`src/pkg/pswe_defs.svh`:
```
// Constants for the power state and wake-up event block
`ifndef PSWE_DEFS_SVH
`define PSWE_DEFS_SVH
// Wake source flag bit positions
`define PSWE_WSF_ITIM 0
`define PSWE_WSF_EXT 1
`define PSWE_WSF_CD 2
`define PSWE_WSF_SYNC 3
`define PSWE_WSF_PM0 4
`define PSWE_WSF_PM1 5
`define PSWE_WSF_EOM 6
`define PSWE_WSF_BF 7
`define PSWE_WSF_W 8
// Resume event flag bit positions
`define PSWE_REF_T0 0
`define PSWE_REF_T1 1
`define PSWE_REF_EBE 2
`define PSWE_REF_ESE 3
`define PSWE_REF_ST 4
`define PSWE_REF_W 5
// Reset values
`define PSWE_WSF_RST 8'h00
`define PSWE_REF_RST 5'h00
`endif

```
`src/pkg/pswe_pkg.sv`:
```
// Types for the power state and wake-up event block
package pswe_pkg;
  typedef enum logic [2:0] {
    PSWE_RUN,
    PSWE_IDLE,
    PSWE_DEEP_IDLE,
    PSWE_POWERDOWN,
    PSWE_TX_LP,
    PSWE_THERMAL_SD
  } pswe_state_t;
endpackage : pswe_pkg

```
`src/rtl/pswe_ctrl.sv`:
```
// Power state sequencer with wake-up and resume event flags
// Function
// - TX low power: slow and fast oscillators and TX machine run; RF on demand
// - TX low power exits only on interval expiry or transmission end
// - Thermal shutdown keeps only temperature detector and wake controller, waits normal temp
// - Idle halts the CPU; resume continues after the idle entry point
// - Deep idle powers CPU off; resume restarts from reset vector
// - Thermal shutdown powers CPU off; resume restarts from reset vector
// - Only run state accepts firmware state requests; others leave by hardware events
// - Each wake, resume and ADC event source has an indicator flag and a mask flag
// - Event sets its indicator flag when powered, regardless of mask
// - Mask only decides whether the event wakes or resumes
// - External pin flag raised except in thermal shutdown; wakes except from TX low power and thermal shutdown
// - LF receiver events behave like the external pin event
// - Timer and sampling flags: cleared powerdown, held deep idle/TX, raised idle/run
// - Encoder empty flags: cleared powerdown, held deep idle, raised idle/run
// - Encoder empty flags only meaningful in CPU transmission mode
// - ADC end: cleared powerdown, held deep idle, no wake in TX, resumes idle
// - Four origin flags record which low-power state other than idle was left
// - Pending wake flag on any unmasked wake event in every state
// - Pending resume flag on unmasked resume event in TX low power, idle, run
// - Interval timer wake is unmaskable and works in every low-power state except thermal shutdown
// - Reading wake source flags clears them all; several may stack
`timescale 1ns/100ps
`default_nettype none
`include "pswe_defs.svh"
module pswe_ctrl
  import pswe_pkg::*;
(
  // Clock and reset
  input wire logic clk,
  input wire logic reset,
  // Firmware state requests, honoured in run state only, then temperature levels and CPU TX mode
  input wire logic req_idle,
  input wire logic req_deep_idle,
  input wire logic req_powerdown,
  input wire logic req_tx_lp,
  input wire logic overtemp,
  input wire logic temp_normal,
  input wire logic cpu_tx_mode,
  // Event sources, one-cycle pulses, and external pin polarity
  input wire logic interval_expiry,
  input wire logic external_wake_pin,
  input wire logic ext_pin_high_active,
  input wire logic [5:0] lf_events,
  input wire logic tx_end,
  input wire logic [4:0] resume_events,
  input wire logic adc_end,
  input wire logic sampling_powerup,
  // Masks, one per flag
  input wire logic [`PSWE_WSF_W-1:0] wake_mask,
  input wire logic [`PSWE_REF_W-1:0] resume_mask,
  input wire logic adc_mask,
  // Flag readback and clears
  input wire logic wake_source_flags_rd,
  input wire logic device_status_rd,
  input wire logic resume_flags_rd,
  output logic [`PSWE_WSF_W-1:0] wake_source_flags,
  output logic [`PSWE_REF_W-1:0] resume_event_flags,
  output logic adc_end_flag,
  output logic woke_from_powerdown_flag,
  output logic thermal_resume_flag,
  output logic deep_idle_resume_flag,
  output logic tx_lowpower_resume_flag,
  output logic wake_pending_flag,
  output logic resume_pending_flag,
  // Power and CPU control
  output pswe_state_t power_state,
  output logic cpu_halt,
  output logic cpu_power_on,
  output logic cpu_restart_vector,
  output logic fast_osc_on,
  output logic tx_fsm_on,
  output logic rf_power_on,
  output logic slow_osc_select,
  input wire logic tx_rf_needed
);

  pswe_state_t state_reg, state_next;
  logic [`PSWE_WSF_W-1:0] wsf_reg, wsf_next;
  logic [`PSWE_REF_W-1:0] ref_reg, ref_next;
  logic adc_reg, adc_next;
  logic [3:0] origin_reg, origin_next;
  logic wpend_reg, rpend_reg, restart_reg;

  // Raw wake-source events, interval timer at bit 0
  wire logic ext_event = external_wake_pin == ext_pin_high_active;
  wire logic [`PSWE_WSF_W-1:0] wake_ev = {lf_events, ext_event, interval_expiry};
  // Encoder empties carry no meaning under the transmission controller
  wire logic [`PSWE_REF_W-1:0] res_ev = resume_events & {1'b1, {2{cpu_tx_mode}}, 2'b11};
  wire logic in_run = state_reg == PSWE_RUN;
  wire logic in_idle = state_reg == PSWE_IDLE;
  wire logic in_pd = state_reg == PSWE_POWERDOWN;
  wire logic in_di = state_reg == PSWE_DEEP_IDLE;
  wire logic in_txlp = state_reg == PSWE_TX_LP;
  wire logic in_tsd = state_reg == PSWE_THERMAL_SD;

  // Interval mask bit ignored for fail-safe reasons
  wire logic [`PSWE_WSF_W-1:0] eff_wmask = wake_mask & ~`PSWE_WSF_W'(1);
  wire logic [`PSWE_WSF_W-1:0] unmasked_w = wake_ev & ~eff_wmask;
  wire logic [`PSWE_REF_W-1:0] unmasked_r = res_ev & ~resume_mask;
  // Resume sources shared by idle exit and the run-state pending flag
  wire logic res_hit = (|unmasked_r) | (adc_end & ~adc_mask);
  wire logic wake_any = |unmasked_w;
  // TX low power blocks all but interval and transmission end
  wire logic txlp_exit = interval_expiry | tx_end;
  wire logic pd_di_exit = wake_any | (in_di & sampling_powerup);
  wire logic idle_exit = wake_any | res_hit;
  wire logic tsd_exit = temp_normal;
  wire logic resume_any = (in_txlp & txlp_exit) | (in_idle & idle_exit)
    | (in_run & res_hit);

  // Next state
  always_comb
  begin
    state_next = state_reg;
    case (state_reg)
      PSWE_RUN:
      begin
        if (overtemp)
          state_next = PSWE_THERMAL_SD;
        else if (req_powerdown)
          state_next = PSWE_POWERDOWN;
        else if (req_deep_idle)
          state_next = PSWE_DEEP_IDLE;
        else if (req_tx_lp)
          state_next = PSWE_TX_LP;
        else if (req_idle)
          state_next = PSWE_IDLE;
      end
      PSWE_IDLE: if (idle_exit) state_next = PSWE_RUN;
      PSWE_DEEP_IDLE, PSWE_POWERDOWN: if (pd_di_exit) state_next = PSWE_RUN;
      PSWE_TX_LP: if (txlp_exit) state_next = PSWE_RUN;
      PSWE_THERMAL_SD: if (tsd_exit) state_next = PSWE_RUN;
      default: state_next = PSWE_RUN;
    endcase
  end

  // True on the cycle that leaves a sleeping state for run
  function automatic logic leave_sleep(input pswe_state_t cur, input pswe_state_t nxt);
    leave_sleep = (nxt == PSWE_RUN) && (cur != PSWE_RUN);
  endfunction : leave_sleep
  wire logic exiting = leave_sleep(state_reg, state_next);

  // Flag updates: set wins over read clear
  always_comb
  begin
    wsf_next = wake_source_flags_rd ? '0 : wsf_reg;
    wsf_next = wsf_next | (in_tsd ? '0 : wake_ev);
    ref_next = resume_flags_rd ? '0 : ref_reg;
    adc_next = resume_flags_rd ? 1'b0 : adc_reg;
    if (in_pd)
    begin
      ref_next = '0;
      adc_next = 1'b0;
    end
    else if (in_idle || in_run)
    begin
      ref_next = ref_next | res_ev;
      adc_next = adc_next | adc_end;
    end
    else if (in_txlp)
      adc_next = adc_next | adc_end;
    origin_next = device_status_rd ? 4'h0 : origin_reg;
    if (exiting)
      origin_next = origin_next | {in_txlp, in_di, in_tsd, in_pd};
  end

  // State and flag registers
  always_ff @(posedge clk or posedge reset)
  begin
    if (reset)
    begin
      state_reg <= PSWE_RUN;
      wsf_reg <= `PSWE_WSF_RST;
      ref_reg <= `PSWE_REF_RST;
      adc_reg <= 1'b0;
      origin_reg <= 4'h0;
      wpend_reg <= 1'b0;
      rpend_reg <= 1'b0;
      restart_reg <= 1'b0;
    end
    else
    begin
      state_reg <= state_next;
      wsf_reg <= wsf_next;
      ref_reg <= ref_next;
      adc_reg <= adc_next;
      origin_reg <= origin_next;
      wpend_reg <= wake_any | (in_tsd & tsd_exit) | (wpend_reg & ~device_status_rd);
      rpend_reg <= resume_any | (rpend_reg & ~device_status_rd);
      restart_reg <= exiting & (in_di | in_tsd | in_pd);
    end
  end

  // Outputs
  assign wake_source_flags = wsf_reg;
  assign resume_event_flags = ref_reg;
  assign adc_end_flag = adc_reg;
  assign woke_from_powerdown_flag = origin_reg[0];
  assign thermal_resume_flag = origin_reg[1];
  assign deep_idle_resume_flag = origin_reg[2];
  assign tx_lowpower_resume_flag = origin_reg[3];
  assign wake_pending_flag = wpend_reg;
  assign resume_pending_flag = rpend_reg;
  assign power_state = state_reg;
  assign cpu_halt = in_idle;
  assign cpu_power_on = in_run | in_idle;
  assign cpu_restart_vector = restart_reg;
  assign slow_osc_select = ~(in_run | in_idle);
  assign fast_osc_on = ~in_tsd & ~in_pd;
  assign tx_fsm_on = in_run | in_idle | in_txlp;
  assign rf_power_on = tx_fsm_on & tx_rf_needed;

  // Checks
  a_txlp_exit_only: assert property (@(posedge clk) disable iff (reset)
    in_txlp && !txlp_exit |=> state_reg == PSWE_TX_LP)
    else $error("TX low power left without allowed event");
  a_flag_sets_masked: assert property (@(posedge clk) disable iff (reset)
    external_wake_pin == ext_pin_high_active && !in_tsd |=> wsf_reg[`PSWE_WSF_EXT])
    else $error("external flag not raised");
  a_interval_unmask: assert property (@(posedge clk) disable iff (reset)
    (in_pd || in_di) && interval_expiry |=> state_reg == PSWE_RUN)
    else $error("interval timer failed to wake");
  a_pd_clears_ref: assert property (@(posedge clk) disable iff (reset)
    in_pd |=> ref_reg == '0)
    else $error("resume flags not cleared in powerdown");
  a_run_only_req: assert property (@(posedge clk) disable iff (reset)
    in_idle && !idle_exit |=> in_idle)
    else $error("idle left without event");
  a_origin_pd: assert property (@(posedge clk) disable iff (reset)
    in_pd && pd_di_exit |=> woke_from_powerdown_flag && cpu_restart_vector)
    else $error("powerdown origin not recorded");
  a_wake_pend: assert property (@(posedge clk) disable iff (reset)
    wake_any |=> wake_pending_flag)
    else $error("wake pending not raised");
  a_read_clears: assert property (@(posedge clk) disable iff (reset)
    wake_source_flags_rd && !(|wake_ev) |=> wsf_reg == '0)
    else $error("read did not clear wake flags");
  a_rf_gate: assert property (@(posedge clk) disable iff (reset)
    in_txlp |-> rf_power_on == tx_rf_needed && slow_osc_select)
    else $error("TX low power power gating wrong");
  a_txlp_osc: assert property (@(posedge clk) disable iff (reset)
    in_txlp |-> fast_osc_on && tx_fsm_on)
    else $error("TX low power lost fast oscillator or TX machine");

  // CPU power per state
  a_idle_halts: assert property (@(posedge clk) disable iff (reset)
    in_idle |-> cpu_halt && cpu_power_on)
    else $error("idle does not halt a powered CPU");
  a_cpu_off_sleep: assert property (@(posedge clk) disable iff (reset)
    (in_di || in_tsd || in_pd) |-> !cpu_power_on)
    else $error("CPU powered in a deep sleeping state");
  a_di_restart: assert property (@(posedge clk) disable iff (reset)
    in_di && pd_di_exit |=> cpu_restart_vector && deep_idle_resume_flag)
    else $error("deep idle exit without restart");

  // Thermal shutdown holds until the temperature is normal; powerdown holds until a wake event
  a_tsd_stays: assert property (@(posedge clk) disable iff (reset)
    in_tsd && !temp_normal |=> in_tsd)
    else $error("thermal shutdown left too early");
  a_tsd_resume: assert property (@(posedge clk) disable iff (reset)
    in_tsd && temp_normal |=> cpu_restart_vector && thermal_resume_flag)
    else $error("thermal resume not recorded");
  a_tsd_osc_off: assert property (@(posedge clk) disable iff (reset)
    in_tsd |-> !fast_osc_on && !tx_fsm_on && !rf_power_on)
    else $error("circuits left on in thermal shutdown");
  a_pd_held: assert property (@(posedge clk) disable iff (reset)
    in_pd && !pd_di_exit |=> in_pd)
    else $error("powerdown left without event");

  // Flag behaviour per state
  a_adc_txlp: assert property (@(posedge clk) disable iff (reset)
    in_txlp && adc_end |=> adc_end_flag)
    else $error("ADC end not flagged in TX low power");
  a_pd_adc_clear: assert property (@(posedge clk) disable iff (reset)
    in_pd |=> !adc_end_flag)
    else $error("ADC end flag not cleared in powerdown");
  a_idle_resume: assert property (@(posedge clk) disable iff (reset)
    in_idle && unmasked_r[`PSWE_REF_T0] |=> in_run && resume_event_flags[`PSWE_REF_T0])
    else $error("timer event did not resume idle");
  a_di_hold_ref: assert property (@(posedge clk) disable iff (reset)
    in_di && !resume_flags_rd |=> $stable(ref_reg))
    else $error("resume flags changed in deep idle");
  a_enc_gated: assert property (@(posedge clk) disable iff (reset)
    !cpu_tx_mode |=> !$rose(ref_reg[`PSWE_REF_EBE]) && !$rose(ref_reg[`PSWE_REF_ESE]))
    else $error("encoder flag raised under transmission controller");
  a_ext_txlp: assert property (@(posedge clk) disable iff (reset)
    in_txlp && !txlp_exit && ext_event |=> in_txlp && wake_source_flags[`PSWE_WSF_EXT])
    else $error("external event mishandled in TX low power");
  a_lf_flag: assert property (@(posedge clk) disable iff (reset)
    !in_tsd && lf_events[0] |=> wake_source_flags[`PSWE_WSF_CD])
    else $error("carrier flag not raised");
  a_txlp_resume: assert property (@(posedge clk) disable iff (reset)
    in_txlp && tx_end |=> resume_pending_flag && tx_lowpower_resume_flag)
    else $error("TX low power resume not recorded");
  a_sampling_di: assert property (@(posedge clk) disable iff (reset)
    in_di && sampling_powerup |=> in_run)
    else $error("sampling power-up did not resume deep idle");

endmodule : pswe_ctrl
`default_nettype wire

```
`config.mk`:
```
export PLATFORM = sky130hd
export DESIGN_NAME = pswe_ctrl
export DESIGN_NICKNAME = d
export VERILOG_FILES = /design/src/pkg/pswe_pkg.sv /design/src/rtl/pswe_ctrl.sv
export VERILOG_INCLUDE_DIRS = /design/src /design/src/pkg
export SDC_FILE = /design/constraint.sdc
export NUM_CORES = 1
export LEC_CHECK = 0
export ABC_AREA = 1
export BUFFER_PORTS_ARGS = -buffer_cell sky130_fd_sc_hd__buf_2
export CAP_MARGIN = 10
export CELL_PAD_IN_SITES_DETAIL_PLACEMENT = 0
export CELL_PAD_IN_SITES_GLOBAL_PLACEMENT = 2
export CORE_ASPECT_RATIO = 0.5
export CORE_MARGIN = 1
export CORE_UTILIZATION = 20
export CTS_CLUSTER_DIAMETER = 40
export CTS_CLUSTER_SIZE = 12
export DETAILED_ROUTE_END_ITERATION = 6
export GPL_ROUTABILITY_DRIVEN = 0
export PLACE_DENSITY = 0.8
export SETUP_SLACK_MARGIN = 0.05
export SLEW_MARGIN = 20
export SYNTH_ARGS = -nofsm -noshare
export SYNTH_HDL_FRONTEND = slang
export SYNTH_SLANG_ARGS = --single-unit
```
`constraint.sdc`:
```
create_clock -name clk -period 1.3 [get_ports clk]
set_input_delay 0.26 -clock clk [delete_from_list [all_inputs] [get_ports clk]]
set_output_delay 0.26 -clock clk [all_outputs]
set_load 0.03 [all_outputs]
```
==> summary.md, run 1 <==
| Metric | Value |
|---|---|
| Root buf cell | `clkbuf_16` |
| Post-CTS Hold Fix Bufs | `0` |
| Number of synthesized flops with an enable pin | `0` |
| Setup Crit Path Kind | `reg -> out` |
| CP max FO | `4` |
| Via density | `3.92` |
| Clk sinks | `24` |
| Die Y | `a little under 60 microns` |
| Dpl hpwl | `between 3000 and 4000 microns` |
| Post-synthesis average cell area | `7.37 sq um` |
| Ys Warns | `0` |
| Clk_lat worst skew | `0.26 ns` |
| Post-synth net total | `220` |
| Count leader, synth | `nand2_1` |
| Inserted Clock Buffers | `3` |
| I/O pins | `between 70 and 80` |
| Initial Util | `21.1%` |
| Synthesized area | `1300 sq um` |
| Wirelength per Cell | `between 10 and 15 microns` |
| Largest family of logic cells by synthesized area | `simple AND/OR/NAND/NOR gates` |
| Reg-to-reg startpoint | `power_state[0]` |
| Multi-input logic area | `613 sq um` |
| FMAX | `689 MHz` |
| Maxcap violations | `0` |
| Worst Path Arrival | `1.19 ns` |
| Clock H-tree levels | `1` |
| Normalized max-slew margin | `76.3%` |
| Die area | `about 6800 sq um` |
| Fraction of the mapped netlist area in adder cells | `0%` |
| Post-Synthesis Cells | `176` |
| Compound-gate portion of the synthesized area | `around a tenth` |
| Drt pass-1 iters | `4` |
| R2r worst-path depth | `8` |
| Sequential area share after synthesis | `a little under half` |
| Clock buffer depth | `2` |
| Reg2Reg Capture Point | `cpu_restart_vector` |
| Share of cells above drive strength 1 | `48.7%` |
| Initial antenna violation count | `0` |
| Synth-to-Final Area Change | `68.6%` |
| Most used DFF post-synth | `dfrtp_1` |
| Lkg Pwr | `1.23 nW` |
| Via count | `1440` |
| Post-synthesis mux area share | `0%` |
| Synth cell types | `21` |
| Util after Layout | `35.5%` |
| Vias in the first global route | `1399` |
| Yosys top cell by area | `dfrtp_1` |
| Fin nets | `324` |
| Worst-Margin Slew | `0.353 ns` |
| Post-route DRC | `0` |
| Failing checks | `negative setup slack` |
| GR Util All Layers | `12.1%` |
| Period utilisation layout | `112%` |
| Tmin final | `1.45 ns` |
| Hold_ws | `0.0442 ns` |
| Largest net degree at the start of global routing | `25` |
| Final WL | `3930 microns` |
| Initial DRC count | `22` |
| Die W | `116 microns` |
| Internal reg-to-reg setup slack | `-0.12 ns` |
| WP data required | `between 1 and 1.5 ns` |
| Clock-pin slew on the worst setup and hold paths | `0.07 ns` |
| Status | `finished, violations left` |
| Antenna-violating nets left | `0` |
| Max Slew Vio Count | `0` |
| Post-route setup slack | `-0.152 ns` |
| CTS tree | `built` |
| Post-Synth XOR/XNOR Area | `0%` |
| Core footprint | `6160 sq um` |
| Cell Pwr Density | `2040 nW/um^2` |
| Clock Skew | `0.00323 ns` |
| Critical Path Source Type | `register` |
| Final setup vio count | `9` |
| Min-delay worst type | `in -> async` |
| PortBufs | `72` |
| RSZ-0062 raised after global routing | `true` |
| Final hold vios | `0` |
| First-pass GRT wire length | `6280 microns` |
| Peak VDD IR | `0.000751 V` |
| Simple-gate area share of the yosys netlist | `33.4%` |
| Synth top area share | `between 40% and 50%` |
| Register area | `604 sq um` |
| Synth top cells by count | `52 x nand2_1, 28 x inv_1, 24 x dfrtp_1` |
| ANT cells | `0` |
| Worst setup EP type | `output port` |
| Max reg flops | `8` |
| GRT overflow | `0` |
| Fill cells | `680` |
| Area contributors post-synth | `dfrtp_1 46%, nand2_1 15%, inv_1 8.1%` |
| Row count | `20` |
| Async S/R FF share, synth | `100%` |
| Synth Register Bits | `24` |
[worst max path at each step]
stage	start	endpoint	slack [ns]	depth (start not counted)
detailed placement	power_state[0]	origin_reg[0]	-0.03	8
CTS	power_state[1]	rf_power_on	-0.16	5
global route	power_state[0]	origin_reg[2]	-0.20	8
floorplan	power_state[0]	rf_power_on	-0.08	4
global placement	power_state[0]	cpu_restart_vector	-0.03	8
finish	power_state[2]	fast_osc_on	-0.15	5
[worst max-delay path: stages (launching register included)]
cell and delay [ns]:
dfrtp_2 0.44, inv_4 0.10, nand2_4 0.07, nor2_4 0.15, nor2_4 0.04, buf_6 0.13
[kinds of logic (layout without fill, tap and decap cells)]
| group | after synthesis | count (layout) |
|---|---|---|
| AO/OA/AOI/OAI | 23 | 23 |
| flip-flops | 24 | 24 |
| buffers and inverters | 35 | 138 |
| AND/OR/NAND/NOR | 94 | 94 |
[layout by cell type (no fill, tap or decap), types with 5 or more instances in the layout]
master,synthesis,layout
a21oi_1,8,5
buf_2,0,65
buf_4,0,22
buf_6,1,12
dfrtp_1,24,21
inv_1,28,25
inv_2,6,5
nand2_1,52,50
nand3_1,7,7
nor2_1,16,15
o21ai_0,8,7
[what timing repair did]
| item | in CTS | in global routing |
|---|---|---|
| endpoints found under the setup margin | 13 | 21 |
| gates resized for setup | 21 | 12 |
| pin swaps | 8 | 4 |
| setup buffers | 8 | 1 |
| gates cloned | 0 | 0 |
[where the power goes]
group          switching, mW  leakage (nW)  total, mW  internal [mW]
clock network          0.277        0.0442      0.748          0.471
registers              0.180         0.283       1.16          0.981
logic                   1.54         0.904       2.55           1.01
total                   2.00          1.23       4.46           2.46
[per-stage QoR]
stage / power (mW) / cells / instance area [sq um] / setup WS, ns / TNS, ns
after floorplan: 2.58 / 176 / 1330 / -0.0755 / -0.564
after global placement: 3.33 / 354 / 1930 / -0.0265 / -0.0673
after detailed placement: 3.35 / 354 / 1930 / -0.0282 / -0.0761
after CTS: 4.40 / 366 / 2140 / -0.157 / -0.986
after global routing: 4.74 / 367 / 2190 / -0.204 / -1.47
final: 4.46 / 367 / 2190 / -0.152 / -0.955
[metal layers]
metal	GRT usage (%)	vias to the layer above	part of all wire, %
li1	-	747	-
met5	0	-	0
met3	2.78	2	3.9
met1	15.8	662	48
met4	2.20	0	0.56
met2	20.8	29	48
[layout make-up]
cell class                      count  area share, %
Timing Repair Buffer              100           28.9
Multi-Input combinational cell    117           28.0
Sequential cell                    24           27.6
Inverter                           34           6.29
Tap cell                           88           5.03
Clock buffer                        4           4.06
Note: power is estimated with default switching activity, not from simulation.
==> run 2: changes to the inputs <==
- BUFFER_PORTS_ARGS: -buffer_cell sky130_fd_sc_hd__buf_2 -> not set
- CORE_UTILIZATION: 20 -> 28
- DONT_BUFFER_PORTS: not set -> 1
- PLACE_DENSITY: 0.8 -> 0.77
==> summary.md, run 2 (same netlist as run 1, synthesis figures left out) <==
| Metric | Value |
|---|---|
| Status | `finished, violations left` |
| Failing checks | `design-rule violations, negative setup slack` |
| Sequential share of power | `between 40% and 50%` |
| Clk_lat worst skew | `0.28 ns` |
| Max reg flops | `8` |
| Lkg Pwr | `slightly below 0.9 nW` |
| Initial Util | `29.3%` |
| Via count | `roughly 1200` |
| Normalized max-slew margin | `76.7%` |
| Post-route setup slack | `-0.180 ns` |
| Final WL | `3260 microns` |
| Root buf cell | `clkbuf_8` |
| Int Power | `2.03 mW` |
| Clock-pin slew on the worst setup and hold paths | `about 0.1 ns` |
| Clock H-tree levels | `1` |
| CP max FO | `4` |
| Clk sinks | `24` |
| Period utilisation layout | `114%` |
| Util after Layout | `38.2%` |
| Post-route DRC | `5` |
| Final setup vio count | `11` |
| Commonest non-fill, non-tap cell in the layout | `nand2_1` |
| Critical Path Source Type | `register` |
| GRT overflow | `0` |
| FMAX | `676 MHz` |
| Hold_ws | `0.0655 ns` |
| Worst Path Arrival | `roughly 1.2 ns` |
| Maxcap violations | `0` |
| Initial DRC count | `26` |
| Min-delay worst type | `in -> reg` |
| Via density | `between 4 and 5` |
| Share of cells above drive strength 1 | `a little over a quarter` |
| Vias in the first global route | `1150` |
| Clock Skew | `0.0133 ns` |
| Clock buffer depth | `2` |
| Dpl hpwl | `2550 microns` |
| First-pass GRT wire length | `5280 microns` |
| Worst setup EP type | `output port` |
| Net switching power | `1.83 mW` |
| Setup Crit Path Kind | `reg -> out` |
| PortBufs | `0` |
| Clock Power Share | `17.4%` |
| RSZ-0062 raised after global routing | `true` |
| I/O pins | `74` |
| Core footprint | `approximately 4400 sq um` |
| ANT cells | `0` |
| Max Slew Vio Count | `0` |
| Final hold vios | `0` |
| WP data required | `1.04 ns` |
| Wirelength per Cell | `12.7 microns` |
| Commonest non-fill, non-tap cells in the layout | `51 x nand2_1, 25 x inv_1, 21 x dfrtp_1` |
| Drt pass-1 iters | `7` |
| Synth-to-Final Area Change | `30.4%` |
| GR Util All Layers | `approximately 14%` |
| Die area | `4930 sq um` |
| Inserted Clock Buffers | `3` |
| Tmin final | `1.48 ns` |
| Die W | `roughly 98 microns` |
| Initial antenna violation count | `0` |
| Die Y | `50.1 microns` |
| Fin nets | `245` |
| Largest net degree at the start of global routing | `25` |
| Worst-Margin Slew | `0.347 ns` |
| Setup TNS | `-1.22 ns` |
| Peak VDD IR | `0.000521 V` |
| Cell Pwr Density | `approximately 2300 nW/um^2` |
| Combinational share of power | `~43%` |
| Sw Share | `a little under half` |
| CTS tree | `built` |
| Row count | `17` |
| Antenna-violating nets left | `0` |
==> run 2: path summary, 6_finish.rpt <==
| path | start | endpoint | slack, ns | cells after the start |
|---|---|---|---|---|
| max | power_state[2] | fast_osc_on | -0.18 | 4 |
| min | wake_source_flags_rd | wake_source_flags[6] | 0.07 | 1 |
| max reg2reg | power_state[1] | origin_reg[2] | -0.10 | 9 |
| min reg2reg | origin_reg[2] | origin_reg[2] | 0.68 | 2 |
| max in group asynchronous | reset | power_state[0] | 0.56 | 3 |
| min in group asynchronous | reset | resume_pending_flag | 0.47 | 3 |
==> run 2: routing by layer <==
layer,GRT usage [%],vias up,routed length [microns]
met2,24.5,42,1590
met1,16.9,529,1440
met5,0,-,0
met3,4.60,2,214
li1,-,587,-
met4,2.24,0,15
==> run 2: cell type report <==
cell class	instances	area (sq um)
Clock buffer	3	41.3
Timing Repair Buffer	21	195
Sequential cell	24	604
Inverter	34	138
Fill cell	478	2730
Clock inverter	1	30.0
Tap cell	57	71.3
Multi-Input combinational cell	117	612
==> run 2: repair_timing <==
action                                  4_1_cts  5_1_grt
hold endpoints to repair                     24        0
buffers inserted                              5        2
pin swaps                                     4        1
resized for setup                            12        4
hold buffers                                  1        0
endpoints found under the setup margin       12       25
==> run 2: power by group through the flow <==
stage               sequential [mW]  combinational [mW]  clock, mW
finish                         1.54                1.64      0.671
detailed placement             1.56                1.38          0
CTS                            1.54                1.60      0.691
global route                   1.57                1.81      0.714
global placement               1.56                1.36          0
floorplan                      1.60               0.975          0
==> run 2: through the flow <==
step           cells  cell area [sq um]  setup slack (ns)  power (mW)
2_1_floorplan    176               1330           -0.0755        2.58
3_3_place_gp     245               1490            0.0115        2.93
3_5_place_dp     245               1490          -0.00223        2.95
4_1_cts          255               1660            -0.174        3.83
5_1_grt          257               1690            -0.226        4.10
6_report         257               1690            -0.180        3.86
==> run 2: worst max-delay path, cell delays in order, from the launching register on <==
cell,delay (ns)
dfrtp_2,0.44
buf_6,0.14
nand3_4,0.11
inv_4,0.05
nor2_4,0.21
